`src/hw/dmr_map.svh`:
```
`ifndef DMR_MAP_SVH
`define DMR_MAP_SVH
// register offsets
`define DMR_REG_CFG 4'h0
`define DMR_REG_STAT 4'h4
// config word layout and reset value
`define DMR_CFG_W 16
`define DMR_CFG_CL_LSB 0
`define DMR_CFG_AL_LSB 5
`define DMR_CFG_PRE_BIT 10
`define DMR_CFG_WID_LSB 11
`define DMR_CFG_BM_LSB 13
`define DMR_CFG_DBI_BIT 15
`define DMR_CFG_RESET 16'h100A
// status word layout
`define DMR_STAT_EN_BIT 0
`define DMR_STAT_PAGE_LSB 1
`define DMR_STAT_FMT_LSB 3
`define DMR_STAT_BUSY_BIT 5
`define DMR_STAT_ERR_LSB 8
`define DMR_ERR_W 5
// mode register 3 fields and command address bits
`define DMR_MR3_SEL 2'h3
`define DMR_MR3_EN_BIT 2
`define DMR_MR3_FMT_LSB 11
`define DMR_ADDR_A2 2
`define DMR_ADDR_BC 12
`define DMR_ADDR_W 14
`define DMR_SYNC_W 21
// burst mode codes of mode register 0
`define DMR_BM_OTF 2'h1
`define DMR_BM_BC4 2'h2
// page 0 power-up patterns
`define DMR_PAT0_DFLT 8'h55
`define DMR_PAT1_DFLT 8'h33
`define DMR_PAT2_DFLT 8'h0F
`define DMR_PAT3_DFLT 8'h00
// timing: clock period in ns, the rest in command clock cycles
`define DMR_CLK_NS 20
`define DMR_TCCD_L_CYC 4'h6
`define DMR_SINCE_MAX 4'hF
`define DMR_PIPE_DEPTH 64
`define DMR_RL_MIN 6'h04
`define DMR_DATA_LEAD 6'h03
`define DMR_PRE_LEAD 6'h04
`define DMR_LAST_BEAT 2'h3
`endif

```
`src/hw/dmr_pkg.sv`:
```
`default_nettype none
package dmr_pkg;
    typedef enum logic [2:0] {
        DMR_CMD_NOP, DMR_CMD_MRS, DMR_CMD_ACT, DMR_CMD_PRE,
        DMR_CMD_RD, DMR_CMD_RDA, DMR_CMD_WR, DMR_CMD_WRA
    } dmr_cmd_t;
    typedef enum logic [1:0] {
        DMR_FMT_SERIAL, DMR_FMT_PARALLEL, DMR_FMT_STAGGER, DMR_FMT_RSVD
    } dmr_fmt_t;
    typedef enum logic [1:0] {
        DMR_W_X4, DMR_W_X8, DMR_W_X16, DMR_W_RSVD
    } dmr_wid_t;
    typedef enum logic {
        DMR_ST_IDLE, DMR_ST_DATA
    } dmr_state_t;
    typedef struct packed {
        logic vld;
        logic [1:0] loc;
        logic bc4;
        logic hi;
    } dmr_rd_t;
endpackage : dmr_pkg
`default_nettype wire

```
`src/hw/dmr_pattern_mem.sv`:
```
`timescale 1ns/10ps
`default_nettype none
`include "dmr_map.svh"
module dmr_pattern_mem
    import dmr_pkg::*;
(
    input wire logic core_clk,
    input wire logic resetn,
    input wire logic reload,
    input wire logic wrEn,
    input wire logic [1:0] wrLoc,
    input wire logic [7:0] wrData,
    output logic [31:0] rdData
);
    logic [7:0] store_r [4];

    // page 0 store, defaults on reset or reload
    always_ff @(posedge core_clk or negedge resetn)
    begin
        if (!resetn)
        begin
            store_r[0] <= `DMR_PAT0_DFLT;
            store_r[1] <= `DMR_PAT1_DFLT;
            store_r[2] <= `DMR_PAT2_DFLT;
            store_r[3] <= `DMR_PAT3_DFLT;
        end
        else if (reload)
        begin
            store_r[0] <= `DMR_PAT0_DFLT;
            store_r[1] <= `DMR_PAT1_DFLT;
            store_r[2] <= `DMR_PAT2_DFLT;
            store_r[3] <= `DMR_PAT3_DFLT;
        end
        else if (wrEn)
        begin
            store_r[wrLoc] <= wrData;
        end
    end

    // registered read of all four locations
    always_ff @(posedge core_clk or negedge resetn)
    begin
        if (!resetn)
        begin
            rdData <= {`DMR_PAT3_DFLT, `DMR_PAT2_DFLT, `DMR_PAT1_DFLT, `DMR_PAT0_DFLT};
        end
        else
        begin
            rdData <= {store_r[3], store_r[2], store_r[1], store_r[0]};
        end
    end
endmodule : dmr_pattern_mem
`default_nettype wire

```
`src/hw/dmr_mpr_readout.sv`:
```
// Implementation choices: the register offsets and the strobed register port.
`timescale 1ns/10ps
`default_nettype none
`include "dmr_map.svh"
module dmr_mpr_readout
    import dmr_pkg::*;
(
    input wire logic core_clk,
    input wire logic resetn,
    input wire logic cmdValid,
    input wire logic [2:0] cmdCode,
    input wire logic [1:0] cmdBa,
    input wire logic [13:0] cmdAddr,
    input wire logic reinitReq,
    input wire logic [31:0] auxPattern,
    input wire logic [3:0] regAddr,
    input wire logic [31:0] regWdata,
    input wire logic regWr,
    input wire logic regRd,
    output logic [31:0] regRdata,
    output logic [15:0] dqEven,
    output logic [15:0] dqOdd,
    output logic [15:0] dqOe,
    output logic dqsEven,
    output logic dqsOdd,
    output logic dqsOe,
    output logic dbiOutN,
    output logic dbiOe,
    output logic mprActive,
    output logic readDbiActive
);
    ////////////////////////////////////////////////////////////////
    // helper functions

    // one pattern bit of a location at a unit interval
    function automatic logic patBit(input logic [31:0] pats, input logic [1:0] loc,
                                    input logic [2:0] ui);
        logic [4:0] idx;
        idx = {loc, ~ui};
        return pats[idx];
    endfunction : patBit

    // lanes that the device width drives
    function automatic logic [15:0] widMask(input dmr_wid_t wid);
        logic [15:0] m;
        case (wid)
            DMR_W_X4: m = 16'h000F;
            DMR_W_X8: m = 16'h00FF;
            default: m = 16'hFFFF;
        endcase
        return m;
    endfunction : widMask

    // lane layout of one unit interval
    function automatic logic [15:0] laneData(input dmr_fmt_t fmt, input dmr_wid_t wid,
                                             input logic [31:0] pats, input logic [1:0] loc,
                                             input logic [2:0] ui);
        logic [15:0] d;
        logic [1:0] l;
        d = 16'h0000;
        l = 2'h0;
        for (int i = 0; i < 16; i++)
        begin
            case (fmt)
                DMR_FMT_SERIAL: d[i] = patBit(pats, loc, ui);
                DMR_FMT_PARALLEL: d[i] = pats[{2'h0, ~3'(i)}];
                DMR_FMT_STAGGER:
                begin
                    l = 2'(loc + 2'(i));
                    d[i] = patBit(pats, l, ui);
                end
                default: d[i] = 1'b0;
            endcase
        end
        return d & widMask(wid);
    endfunction : laneData

    ////////////////////////////////////////////////////////////////
    // pin synchroniser and command decode

    logic [`DMR_SYNC_W-1:0] syncA_r;
    logic [`DMR_SYNC_W-1:0] syncB_r;
    logic cVld;
    logic cReinit;
    dmr_cmd_t cCmd;
    logic [1:0] cBa;
    logic [`DMR_ADDR_W-1:0] cAddr;

    // two flops on every command pin and on reinitReq
    always_ff @(posedge core_clk or negedge resetn)
    begin
        if (!resetn)
        begin
            syncA_r <= '0;
            syncB_r <= '0;
        end
        else
        begin
            syncA_r <= {reinitReq, cmdValid, cmdCode, cmdBa, cmdAddr};
            syncB_r <= syncA_r;
        end
    end

    assign {cReinit, cVld} = syncB_r[`DMR_SYNC_W-1 -: 2];
    assign cCmd = dmr_cmd_t'(syncB_r[`DMR_ADDR_W+2 +: 3]);
    assign cBa = syncB_r[`DMR_ADDR_W +: 2];
    assign cAddr = syncB_r[`DMR_ADDR_W-1:0];

    ////////////////////////////////////////////////////////////////
    // registers and mode state

    logic [`DMR_CFG_W-1:0] cfg_r;
    logic mprEn_r;
    logic [1:0] mprPage_r;
    dmr_fmt_t mprFmt_r;
    logic [`DMR_ERR_W-1:0] err_r;
    logic [`DMR_ERR_W-1:0] errSet;
    logic [`DMR_ERR_W-1:0] errClr;
    logic [31:0] statWord;
    logic [3:0] sinceRd_r;
    logic isMr3;
    logic rdTake;
    logic wrTake;
    logic bc4;
    logic [1:0] bm;
    dmr_state_t state_r;

    assign isMr3 = cVld && (cCmd == DMR_CMD_MRS) && (cBa == `DMR_MR3_SEL);
    assign rdTake = cVld && mprEn_r && (cCmd == DMR_CMD_RD || cCmd == DMR_CMD_RDA);
    assign wrTake = cVld && mprEn_r && (cCmd == DMR_CMD_WR || cCmd == DMR_CMD_WRA)
                    && (mprPage_r == 2'h0);
    assign bm = cfg_r[`DMR_CFG_BM_LSB +: 2];
    assign bc4 = (bm == `DMR_BM_BC4);
    assign mprActive = mprEn_r;
    assign readDbiActive = cfg_r[`DMR_CFG_DBI_BIT] && !mprEn_r;

    // software config word
    always_ff @(posedge core_clk or negedge resetn)
    begin
        if (!resetn)
        begin
            cfg_r <= `DMR_CFG_RESET;
        end
        else if (regWr && regAddr == `DMR_REG_CFG)
        begin
            cfg_r <= regWdata[`DMR_CFG_W-1:0];
        end
    end

    // MR3 entry, exit, page and format
    always_ff @(posedge core_clk or negedge resetn)
    begin
        if (!resetn)
        begin
            mprEn_r <= 1'b0;
            mprPage_r <= 2'h0;
            mprFmt_r <= DMR_FMT_SERIAL;
        end
        else if (cReinit)
        begin
            mprEn_r <= 1'b0;
            mprPage_r <= 2'h0;
            mprFmt_r <= DMR_FMT_SERIAL;
        end
        else if (isMr3)
        begin
            mprEn_r <= cAddr[`DMR_MR3_EN_BIT];
            mprPage_r <= cAddr[1:0];
            mprFmt_r <= dmr_fmt_t'(cAddr[`DMR_MR3_FMT_LSB +: 2]);
        end
    end

    // cycles since the last read, saturating
    always_ff @(posedge core_clk or negedge resetn)
    begin
        if (!resetn)
        begin
            sinceRd_r <= `DMR_SINCE_MAX;
        end
        else if (rdTake)
        begin
            sinceRd_r <= 4'h1;
        end
        else if (sinceRd_r != `DMR_SINCE_MAX)
        begin
            sinceRd_r <= sinceRd_r + 4'h1;
        end
    end

    // illegal read detection
    always_comb
    begin
        errSet[0] = rdTake && !bc4 && cAddr[`DMR_ADDR_A2];
        errSet[1] = rdTake && (cAddr[1:0] != 2'h0);
        errSet[2] = rdTake && (mprFmt_r == DMR_FMT_PARALLEL) && (cBa != 2'h0);
        errSet[3] = rdTake && (mprPage_r != 2'h0) && (sinceRd_r < `DMR_TCCD_L_CYC);
        errSet[4] = rdTake && (bm == `DMR_BM_OTF) && !cAddr[`DMR_ADDR_BC];
    end

    assign errClr = (regWr && regAddr == `DMR_REG_STAT) ? regWdata[`DMR_STAT_ERR_LSB +: `DMR_ERR_W]
                                                          : '0;

    // sticky errors, set wins over clear
    always_ff @(posedge core_clk or negedge resetn)
    begin
        if (!resetn)
        begin
            err_r <= '0;
        end
        else
        begin
            err_r <= (err_r & ~errClr) | errSet;
        end
    end

    // status word
    always_comb
    begin
        statWord = 32'h0000_0000;
        statWord[`DMR_STAT_EN_BIT] = mprEn_r;
        statWord[`DMR_STAT_PAGE_LSB +: 2] = mprPage_r;
        statWord[`DMR_STAT_FMT_LSB +: 2] = mprFmt_r;
        statWord[`DMR_STAT_BUSY_BIT] = (state_r == DMR_ST_DATA);
        statWord[`DMR_STAT_ERR_LSB +: `DMR_ERR_W] = err_r;
    end

    // read data one cycle after the strobe
    always_ff @(posedge core_clk or negedge resetn)
    begin
        if (!resetn)
        begin
            regRdata <= 32'h0000_0000;
        end
        else if (regRd)
        begin
            case (regAddr)
                `DMR_REG_CFG: regRdata <= {16'h0000, cfg_r};
                `DMR_REG_STAT: regRdata <= statWord;
                default: regRdata <= 32'h0000_0000;
            endcase
        end
        else
        begin
            regRdata <= 32'h0000_0000;
        end
    end

    ////////////////////////////////////////////////////////////////
    // pattern store and latency pipe

    logic [31:0] memRd;
    logic [31:0] patSel;
    dmr_rd_t pipe_r [`DMR_PIPE_DEPTH];
    dmr_rd_t dataTap;
    logic preTapVld;
    logic [5:0] rl;
    logic [5:0] rlEff;

    dmr_pattern_mem u_mem (
        .core_clk(core_clk),
        .resetn(resetn),
        .reload(cReinit),
        .wrEn(wrTake),
        .wrLoc(cBa),
        .wrData(cAddr[7:0]),
        .rdData(memRd)
    );

    assign patSel = (mprPage_r == 2'h0) ? memRd : auxPattern;
    assign rl = 6'(cfg_r[`DMR_CFG_CL_LSB +: 5]) + 6'(cfg_r[`DMR_CFG_AL_LSB +: 5]);
    assign rlEff = (rl < `DMR_RL_MIN) ? `DMR_RL_MIN : rl;
    assign dataTap = pipe_r[6'(rlEff - `DMR_DATA_LEAD)];
    assign preTapVld = cfg_r[`DMR_CFG_PRE_BIT] && pipe_r[6'(rlEff - `DMR_PRE_LEAD)].vld;

    // read latency delay line
    always_ff @(posedge core_clk or negedge resetn)
    begin
        if (!resetn)
        begin
            for (int k = 0; k < `DMR_PIPE_DEPTH; k++)
            begin
                pipe_r[k] <= '0;
            end
        end
        else
        begin
            pipe_r[0] <= '{vld: rdTake, loc: cBa, bc4: bc4,
                          hi: bc4 && cAddr[`DMR_ADDR_A2]};
            for (int k = 1; k < `DMR_PIPE_DEPTH; k++)
            begin
                pipe_r[k] <= pipe_r[k-1];
            end
        end
    end

    ////////////////////////////////////////////////////////////////
    // burst engine

    logic [1:0] beat_r;
    logic [1:0] curLoc_r;
    logic curBc4_r;
    logic curHi_r;
    dmr_fmt_t curFmt_r;
    dmr_wid_t curWid_r;
    logic [31:0] curPats_r;

    // a tap starts a burst, seamless after the previous one
    always_ff @(posedge core_clk or negedge resetn)
    begin
        if (!resetn)
        begin
            state_r <= DMR_ST_IDLE;
            beat_r <= 2'h0;
            curLoc_r <= 2'h0;
            curBc4_r <= 1'b0;
            curHi_r <= 1'b0;
            curFmt_r <= DMR_FMT_SERIAL;
            curWid_r <= DMR_W_X16;
            curPats_r <= 32'h0000_0000;
        end
        else if (dataTap.vld)
        begin
            state_r <= DMR_ST_DATA;
            beat_r <= 2'h0;
            curLoc_r <= dataTap.loc;
            curBc4_r <= dataTap.bc4;
            curHi_r <= dataTap.hi;
            curFmt_r <= mprFmt_r;
            curWid_r <= dmr_wid_t'(cfg_r[`DMR_CFG_WID_LSB +: 2]);
            curPats_r <= patSel;
        end
        else
        begin
            case (state_r)
                DMR_ST_DATA:
                begin
                    beat_r <= beat_r + 2'h1;
                    if (beat_r == `DMR_LAST_BEAT)
                    begin
                        state_r <= DMR_ST_IDLE;
                    end
                end
                default: state_r <= DMR_ST_IDLE;
            endcase
        end
    end

    ////////////////////////////////////////////////////////////////
    // pin outputs

    logic [15:0] dqEvenNxt;
    logic [15:0] dqOddNxt;
    logic [15:0] dqOeNxt;
    logic [2:0] uiBase;
    logic drive;
    logic dqsOeNxt;

    assign uiBase = {beat_r[1] ^ curHi_r, beat_r[0], 1'b0};
    assign drive = (state_r == DMR_ST_DATA) && !(curBc4_r && beat_r[1]);

    // next lane values, strobe and preamble
    always_comb
    begin
        dqEvenNxt = 16'h0000;
        dqOddNxt = 16'h0000;
        dqOeNxt = 16'h0000;
        dqsOeNxt = 1'b0;
        if (drive)
        begin
            dqEvenNxt = laneData(curFmt_r, curWid_r, curPats_r, curLoc_r, uiBase);
            dqOddNxt = laneData(curFmt_r, curWid_r, curPats_r, curLoc_r, uiBase | 3'h1);
            dqOeNxt = widMask(curWid_r);
            dqsOeNxt = 1'b1;
        end
        else if (dataTap.vld || preTapVld)
        begin
            dqsOeNxt = 1'b1;
        end
    end

    // registered pins
    always_ff @(posedge core_clk or negedge resetn)
    begin
        if (!resetn)
        begin
            dqEven <= 16'h0000;
            dqOdd <= 16'h0000;
            dqOe <= 16'h0000;
            dqsEven <= 1'b0;
            dqsOdd <= 1'b0;
            dqsOe <= 1'b0;
            dbiOe <= 1'b0;
        end
        else
        begin
            dqEven <= dqEvenNxt;
            dqOdd <= dqOddNxt;
            dqOe <= dqOeNxt;
            dqsEven <= drive;
            dqsOdd <= 1'b0;
            dqsOe <= dqsOeNxt;
            dbiOe <= drive;
        end
    end

    assign dbiOutN = 1'b1;
endmodule : dmr_mpr_readout
`default_nettype wire

```
`config.mk`:
```
export PLATFORM = sky130hd
export DESIGN_NAME = dmr_mpr_readout
export DESIGN_NICKNAME = d
export VERILOG_FILES = /design/src/hw/dmr_pkg.sv /design/src/hw/dmr_pattern_mem.sv /design/src/hw/dmr_mpr_readout.sv
export VERILOG_INCLUDE_DIRS = /design/src /design/src/hw
export SDC_FILE = /design/constraint.sdc
export NUM_CORES = 1
export LEC_CHECK = 0
export BUFFER_PORTS_ARGS = -buffer_cell sky130_fd_sc_hd__buf_4
export CAP_MARGIN = 20
export CORE_ASPECT_RATIO = 0.8
export CORE_UTILIZATION = 59
export DETAILED_ROUTE_END_ITERATION = 7
export PLACE_DENSITY = 0.78
export SYNTH_ARGS = -nofsm -noshare
export SYNTH_HDL_FRONTEND = slang
export SYNTH_HIERARCHICAL = 1
export SYNTH_SLANG_ARGS = --single-unit
export TNS_END_PERCENT = 20
```
`constraint.sdc`:
```
create_clock -name core_clk -period 5.8 [get_ports core_clk]
set_input_delay 0.29 -clock core_clk [delete_from_list [all_inputs] [get_ports core_clk]]
set_output_delay 0.29 -clock core_clk [all_outputs]
set_load 0.02 [all_outputs]
```
# Word-level counts from Yosys, hierarchy flattened
# Cells that the tools add are included.
classes:
  n_addsub: 8
  magnitude_cmp: 14
  eq_ne: 15
  muxes: 84
  bitwise: 11
  reduce_logical: 42
op_table:
  columns: ["op", "count"]
  rows:
  - ["$mux 32", 4]
  - ["$mux 16", 4]
  - ["$pmux 16 s2", 2]
  - ["$bmux 5 s6", 2]
  - ["$lt 5x6->1 const B", 8]
  - ["$bmux 1 s5", 8]
  - ["$pmux 1 s3", 12]
  - ["$and 16x16->16", 2]
  - ["$bwmux 32", 1]
  - ["$mux 1", 31]
  - ["$mux 5", 5]
  - ["$logic_and 1x1->1", 23]
  - ["$demux 8 s2", 1]
  - ["$ge 7x7->1 const B", 2]
  - ["$not 6->7", 2]
  - ["$reduce_bool 2->1", 7]
  - ["$eq 3x3->1 const B", 4]
  - ["$mux 2", 6]
  - ["$eq 2x1->1 const B", 4]
  - ["$eq 2x2->1 const B", 4]
  - ["$mux 4", 2]
  - ["$mux 8", 1]
  - ["$pmux 1 s2", 4]
  - ["$add 5x5->6", 1]
  - ["24 further kinds", 34]
totals:
  ff_bits: 581
  output_inout_bits: 87

# Logic depth before layout (Yosys ltp)
depth:
  word_depth: 12
  mapped_depth: 22
  mapped_depth_nobuf: 17

# Cells and area by module
# The synthesis kept the hierarchy.
by_module_without_submodules:
  columns: ["module", "n_inst", "cells_each", "area_each_um2", "seq_area_each_um2"]
  rows:
  - ["dmr_mpr_readout", 1, 1274, 18983.2, 11996.5]
  - ["dmr_pattern_mem", 1, 157, 2285.9, 1631.6]

# Least setup slack after synthesis
# OpenSTA, ideal clock, no wires.
synth_path:
  kind: "reg2reg"
  startpoint: "register cfg_r[1]"
  endpoint: "register curLoc_r[1]"
  setup_ps: 127
  arrival_ps: 4977
  required_time_ps: 5673
  setup_slack_ps: 695
  path_stages_with_launch: 19
  path_buffers: 6
  cell_sequence: "dfstp_2 inv_1 fa_1 nand2b_1 o21a_1 o21ai_1 inv_1 buf_2 ha_1 buf_2 buf_2 buf_1 clkbuf_1 clkbuf_1 mux4_2 mux2_2 o32ai_1 a221oi_1 mux2_1"
synth_via:
  elab_chain_len: 8
synth_lines:
  columns: ["element", "line_no", "text"]
  rows:
  - ["start, declared", "dmr_mpr_readout.sv:112", "logic [`DMR_CFG_W-1:0] cfg_r;"]
  - ["start signal, assigned", "dmr_mpr_readout.sv:142", "cfg_r <= `DMR_CFG_RESET;"]
  - ["start signal, assigned", "dmr_mpr_readout.sv:146", "cfg_r <= regWdata[`DMR_CFG_W-1:0];"]
  - ["$add 5x5->6 (*)", "dmr_mpr_readout.sv:270", "assign rl = 6'(cfg_r[`DMR_CFG_CL_LSB +: 5]) + 6'(cfg_r[`DMR_CFG_AL_LSB +: 5]);"]
  - ["$lt 6x3->1 (no line)", null, null]
  - ["$mux 6 (*)", "dmr_mpr_readout.sv:271", "assign rlEff = (rl < `DMR_RL_MIN) ? `DMR_RL_MIN : rl;"]
  - ["$sub 6x2->6 (no line) (*)", null, null]
  - ["$not 6->7 (*)", "dmr_mpr_readout.sv:272", "assign dataTap = pipe_r[6'(rlEff - `DMR_DATA_LEAD)];"]
  - ["$bmux 5 s6 (*)", "dmr_mpr_readout.sv:272", null]
  - ["$mux 5 (*) (2 in a row)", "dmr_mpr_readout.sv:272", null]
  - ["end signal, assigned", "dmr_mpr_readout.sv:325", "curLoc_r <= dataTap.loc;"]
  - ["end, declared", "dmr_mpr_readout.sv:300", "logic [1:0] curLoc_r;"]
# Every way passes the cells marked *; elsewhere a longest branch is shown, timed or not. The select of a mux whose other input is x is not followed.
# A chain may end at the register's enable or synchronous reset.

# Worst setup path in the final report
layout_path:
  startpoint: "register cfg_r[1]"
  endpoint: "register curPats_r[31]"
layout_via:
  elab_chain_len: 8
layout_lines:
  columns: ["element", "line_no", "text"]
  rows:
  - ["$add 5x5->6 (*)", "dmr_mpr_readout.sv:270", null]
  - ["$lt 6x3->1 (no line)", null, null]
  - ["$mux 6 (*)", "dmr_mpr_readout.sv:271", null]
  - ["$sub 6x2->6 (no line) (*)", null, null]
  - ["$not 6->7 (*)", "dmr_mpr_readout.sv:272", null]
  - ["$bmux 5 s6 (*)", "dmr_mpr_readout.sv:272", null]
  - ["$mux 5 (*) (2 in a row)", "dmr_mpr_readout.sv:272", null]
  - ["end signal, assigned", "dmr_mpr_readout.sv:330", "curPats_r <= patSel;"]
  - ["end, declared", "dmr_mpr_readout.sv:305", "logic [31:0] curPats_r;"]
# Marks and branches as above.

==> impl_metrics.json <==
{
  "grt_antenna_before_repair": 1,
  "synthArstFlopShare_pct": 100,
  "insertion_delay_ns": 0.56,
  "worstHoldPathCells": 3,
  "clockBufferDepth": 3,
  "rows": 61,
  "topRoutingLayerUsed": "met4",
  "synth.distinct_cells": 85,
  "core-area_sq_um": 35100,
  "drtAntennaViolNets": 0,
  "synth_top_family_by_area": "multiplexers",
  "htree_levels": 2,
  "vias_per_cell": 6.02,
  "synthCells": 1431,
  "route.met2.wl_mm": 22.9,
  "status": "finished clean",
  "critPathKind": "reg2reg",
  "cts-resized-gates": 0,
  "drive_above_1_share_pct": 28.7,
  "fillers": 2206,
  "fin_nets": 1716,
  "via_count": 12800,
  "synth_compound_area_share_pct": 5.95,
  "cts.clk_slew.worst_paths_ns": 0.06,
  "met1_length_mm": 21.8,
  "final_cells": 2122,
  "globalplace.congestion": 0.923,
  "portBuffers": 141,
  "crit_fanout": 35,
  "fp.dieArea_sq_um": 36800,
  "cellLeakagePower_nw": 11.6,
  "fin_crit_sh_pct": 88.9,
  "ys_ff_latch": 543,
  "numClockSinks": 543,
  "cp_data_required_time_ns": 6.25,
  "worstPathArrival_ns": 5.60,
  "hold_path.class": "in2reg",
  "grtUsageTotal_pct": 27.3,
  "dp_hpwl_mm": 32.0,
  "period_minus_slack_ns": 5.15,
  "grt_pass1_wl_mm": 76.9,
  "globalRouteOverflowTotal": 0,
  "power_mw": 13.5,
  "syn_to_final_growth_pct": 16.4,
  "synth_ff_type": "dfrtp_1",
  "p_per_area_nw_per_um2": 547,
  "start_util_pct": 60.6,
  "synth-seq-area-share_pct": 64.1,
  "final_cell_mix": "511 x dfrtp_1, 177 x buf_4, 95 x mux2i_1",
  "first_iter_violations": 1116,
  "r2r_cells": 17,
  "wl_mm": 49.0,
  "clock.fmax_ghz": 0.194,
  "rsz0062_at_grt": "no",
  "maxSlewHeadroom_pct": 30.9,
  "ios": 180,
  "die_w_microns": 214,
  "slew_viol_final": 0,
  "synthXorXnorAreaFrac_pct": 0.753,
  "synth_enable_flop_cells": 0,
  "synth-simple-area-share_pct": 7.19,
  "grt_max_degree": 206,
  "synthMuxAreaShare_pct": 18.3,
  "grt_pass1_vias": 13400,
  "fin_tns_setup_ns": 0,
  "tightest_slew_ns": 1.04,
  "synthAdderAreaFrac_pct": 0.682,
  "dp.cells": 1997,
  "layout_commonest_cell": "dfrtp_1",
  "startpoint_type": "register",
  "setup_violations": 0,
  "wl_met3_mm": 3.18,
  "root_buffer": "clkbuf_16",
  "first_pass_iters": 5,
  "drc": 0,
  "layout_setup_ws_ns": 0.646,
  "syn_area_sq_um": 21300,
  "critPathCaptureType": "register",
  "die_h_microns": 172,
  "routedWlPerCell_microns": 23.1,
  "clock_skew_ns": 0.0131,
  "max_cap_viol_count": 0,
  "syn_area_per_cell_sq_um": 14.9,
  "hold_violations": 0,
  "cts_tree": "built",
  "ys_warn_count": 6,
  "place_ws_ns": 0.377,
  "numCtsBuffers": 49,
  "ir_drop_mv": 0.660
}
## registers in the layout (all words and copies together) (netlist names), 2 cells and up
register       count
curFmt_r           2
err_r              5
u_mem/rdData      32
curLoc_r           2
cfg_r             16
curWid_r           2
dqEven            16
u_mem/store_r     32
beat_r             2
syncA_r           17
sinceRd_r          4
mprFmt_r           2
regRdata          16
curPats_r         32
mprPage_r          2
dqOe               3
dqOdd             16
syncB_r           17
pipe_r           320
## Yosys cell counts (23+ instances only)
library cell	count	area, sq um
mux2_2	65	732
a21oi_1	23	115
nor3_1	23	115
mux2_4	30	450
clkbuf_1	32	120
buf_4	33	248
dfrtp_1	511	12800
mux4_2	75	1690
dfstp_2	32	841
nand2b_1	36	225
and2_1	27	169
mux2i_1	95	951
nand2_1	68	255
nor2_1	82	308
## layer usage
metal	GRT usage, %	vias up
met1	40.2	6734
li1	-	5482
met2	42.2	472
met4	7.27	0
met5	0	-
met3	5.29	82
## cell type report
class | instances | area (sq um) | share of cell area (%)
timing repair buffer | 214 | 1720 | 6.97
sequential | 543 | 13600 | 55.1
antenna | 1 | 2.50 | 0.0101
multi-input combinational | 786 | 7090 | 28.6
tap | 472 | 591 | 2.39
inverter | 18 | 67.6 | 0.273
clock buffer | 72 | 1450 | 5.87
clock inverter | 16 | 195 | 0.789
## critical path, cell delays in order, from the launching register on
cell and delay (ns):
dfstp_2 0.55, inv_1 0.07, fa_1 0.52, nand2b_1 0.22, o21a_1 0.25, o21ai_1 0.16, inv_1 0.16, ha_4 0.40
mux2_2 0.18, o32ai_1 0.07, a21oi_1 0.16, o31ai_1 0.08, or4_1 0.52, nand4_1 0.12, o211ai_2 0.12, a2111oi_4 0.43
buf_4 0.59, mux2_1 0.39
## cells by family after synthesis
| logic type | count (synthesis) |
|---|---|
| buffers and inverters | 118 |
| other | 2 |
| and+or+nand+nor | 304 |
| AOI/OAI and AO/OA | 167 |
| DFF | 543 |
| adders and majority gates | 11 |
| muxes | 271 |
| xor gates and xnor gates | 15 |
## metrics by stage
step / hold slack [ns] / instance area (sq um) / utilization (%)
floorplan: -0.00559 / 21300 / -
global placement: 0.333 / 22700 / 64.8
detailed placement: 0.335 / 22700 / 64.8
CTS: 0.0723 / 24700 / 70.4
global route: 0.0768 / 24700 / 70.5
finish: 0.0918 / 24700 / 70.5
## report_power, final
| group | internal (mW) | total (mW) | switching (mW) |
|---|---|---|---|
| clock network | 1.91 | 3.28 | 1.37 |
| logic | 2.44 | 5.84 | 3.41 |
| registers | 4.14 | 4.41 | 0.273 |
## path summary, 6_finish.rpt
path	start	to	slack [ns]
min in group asynchronous	resetn	pipe_r[61]	0.35
worst min register to register	syncA_r[14]	syncB_r[14]	0.35
worst min-delay path	auxPattern[20]	curPats_r[20]	0.09
worst max register to register	cfg_r[1]	curPats_r[31]	0.65
max in group asynchronous	resetn	syncA_r[5]	3.83
worst max-delay path	cfg_r[1]	curPats_r[31]	0.65
## timing repair
action | in CTS | in global routing
setup endpoints to repair | 0 | 2
hold buffers | 34 | 0
hold endpoints to repair | 147 | 0
buffers inserted | 0 | 1
Note: power is estimated with default switching activity, not from simulation.
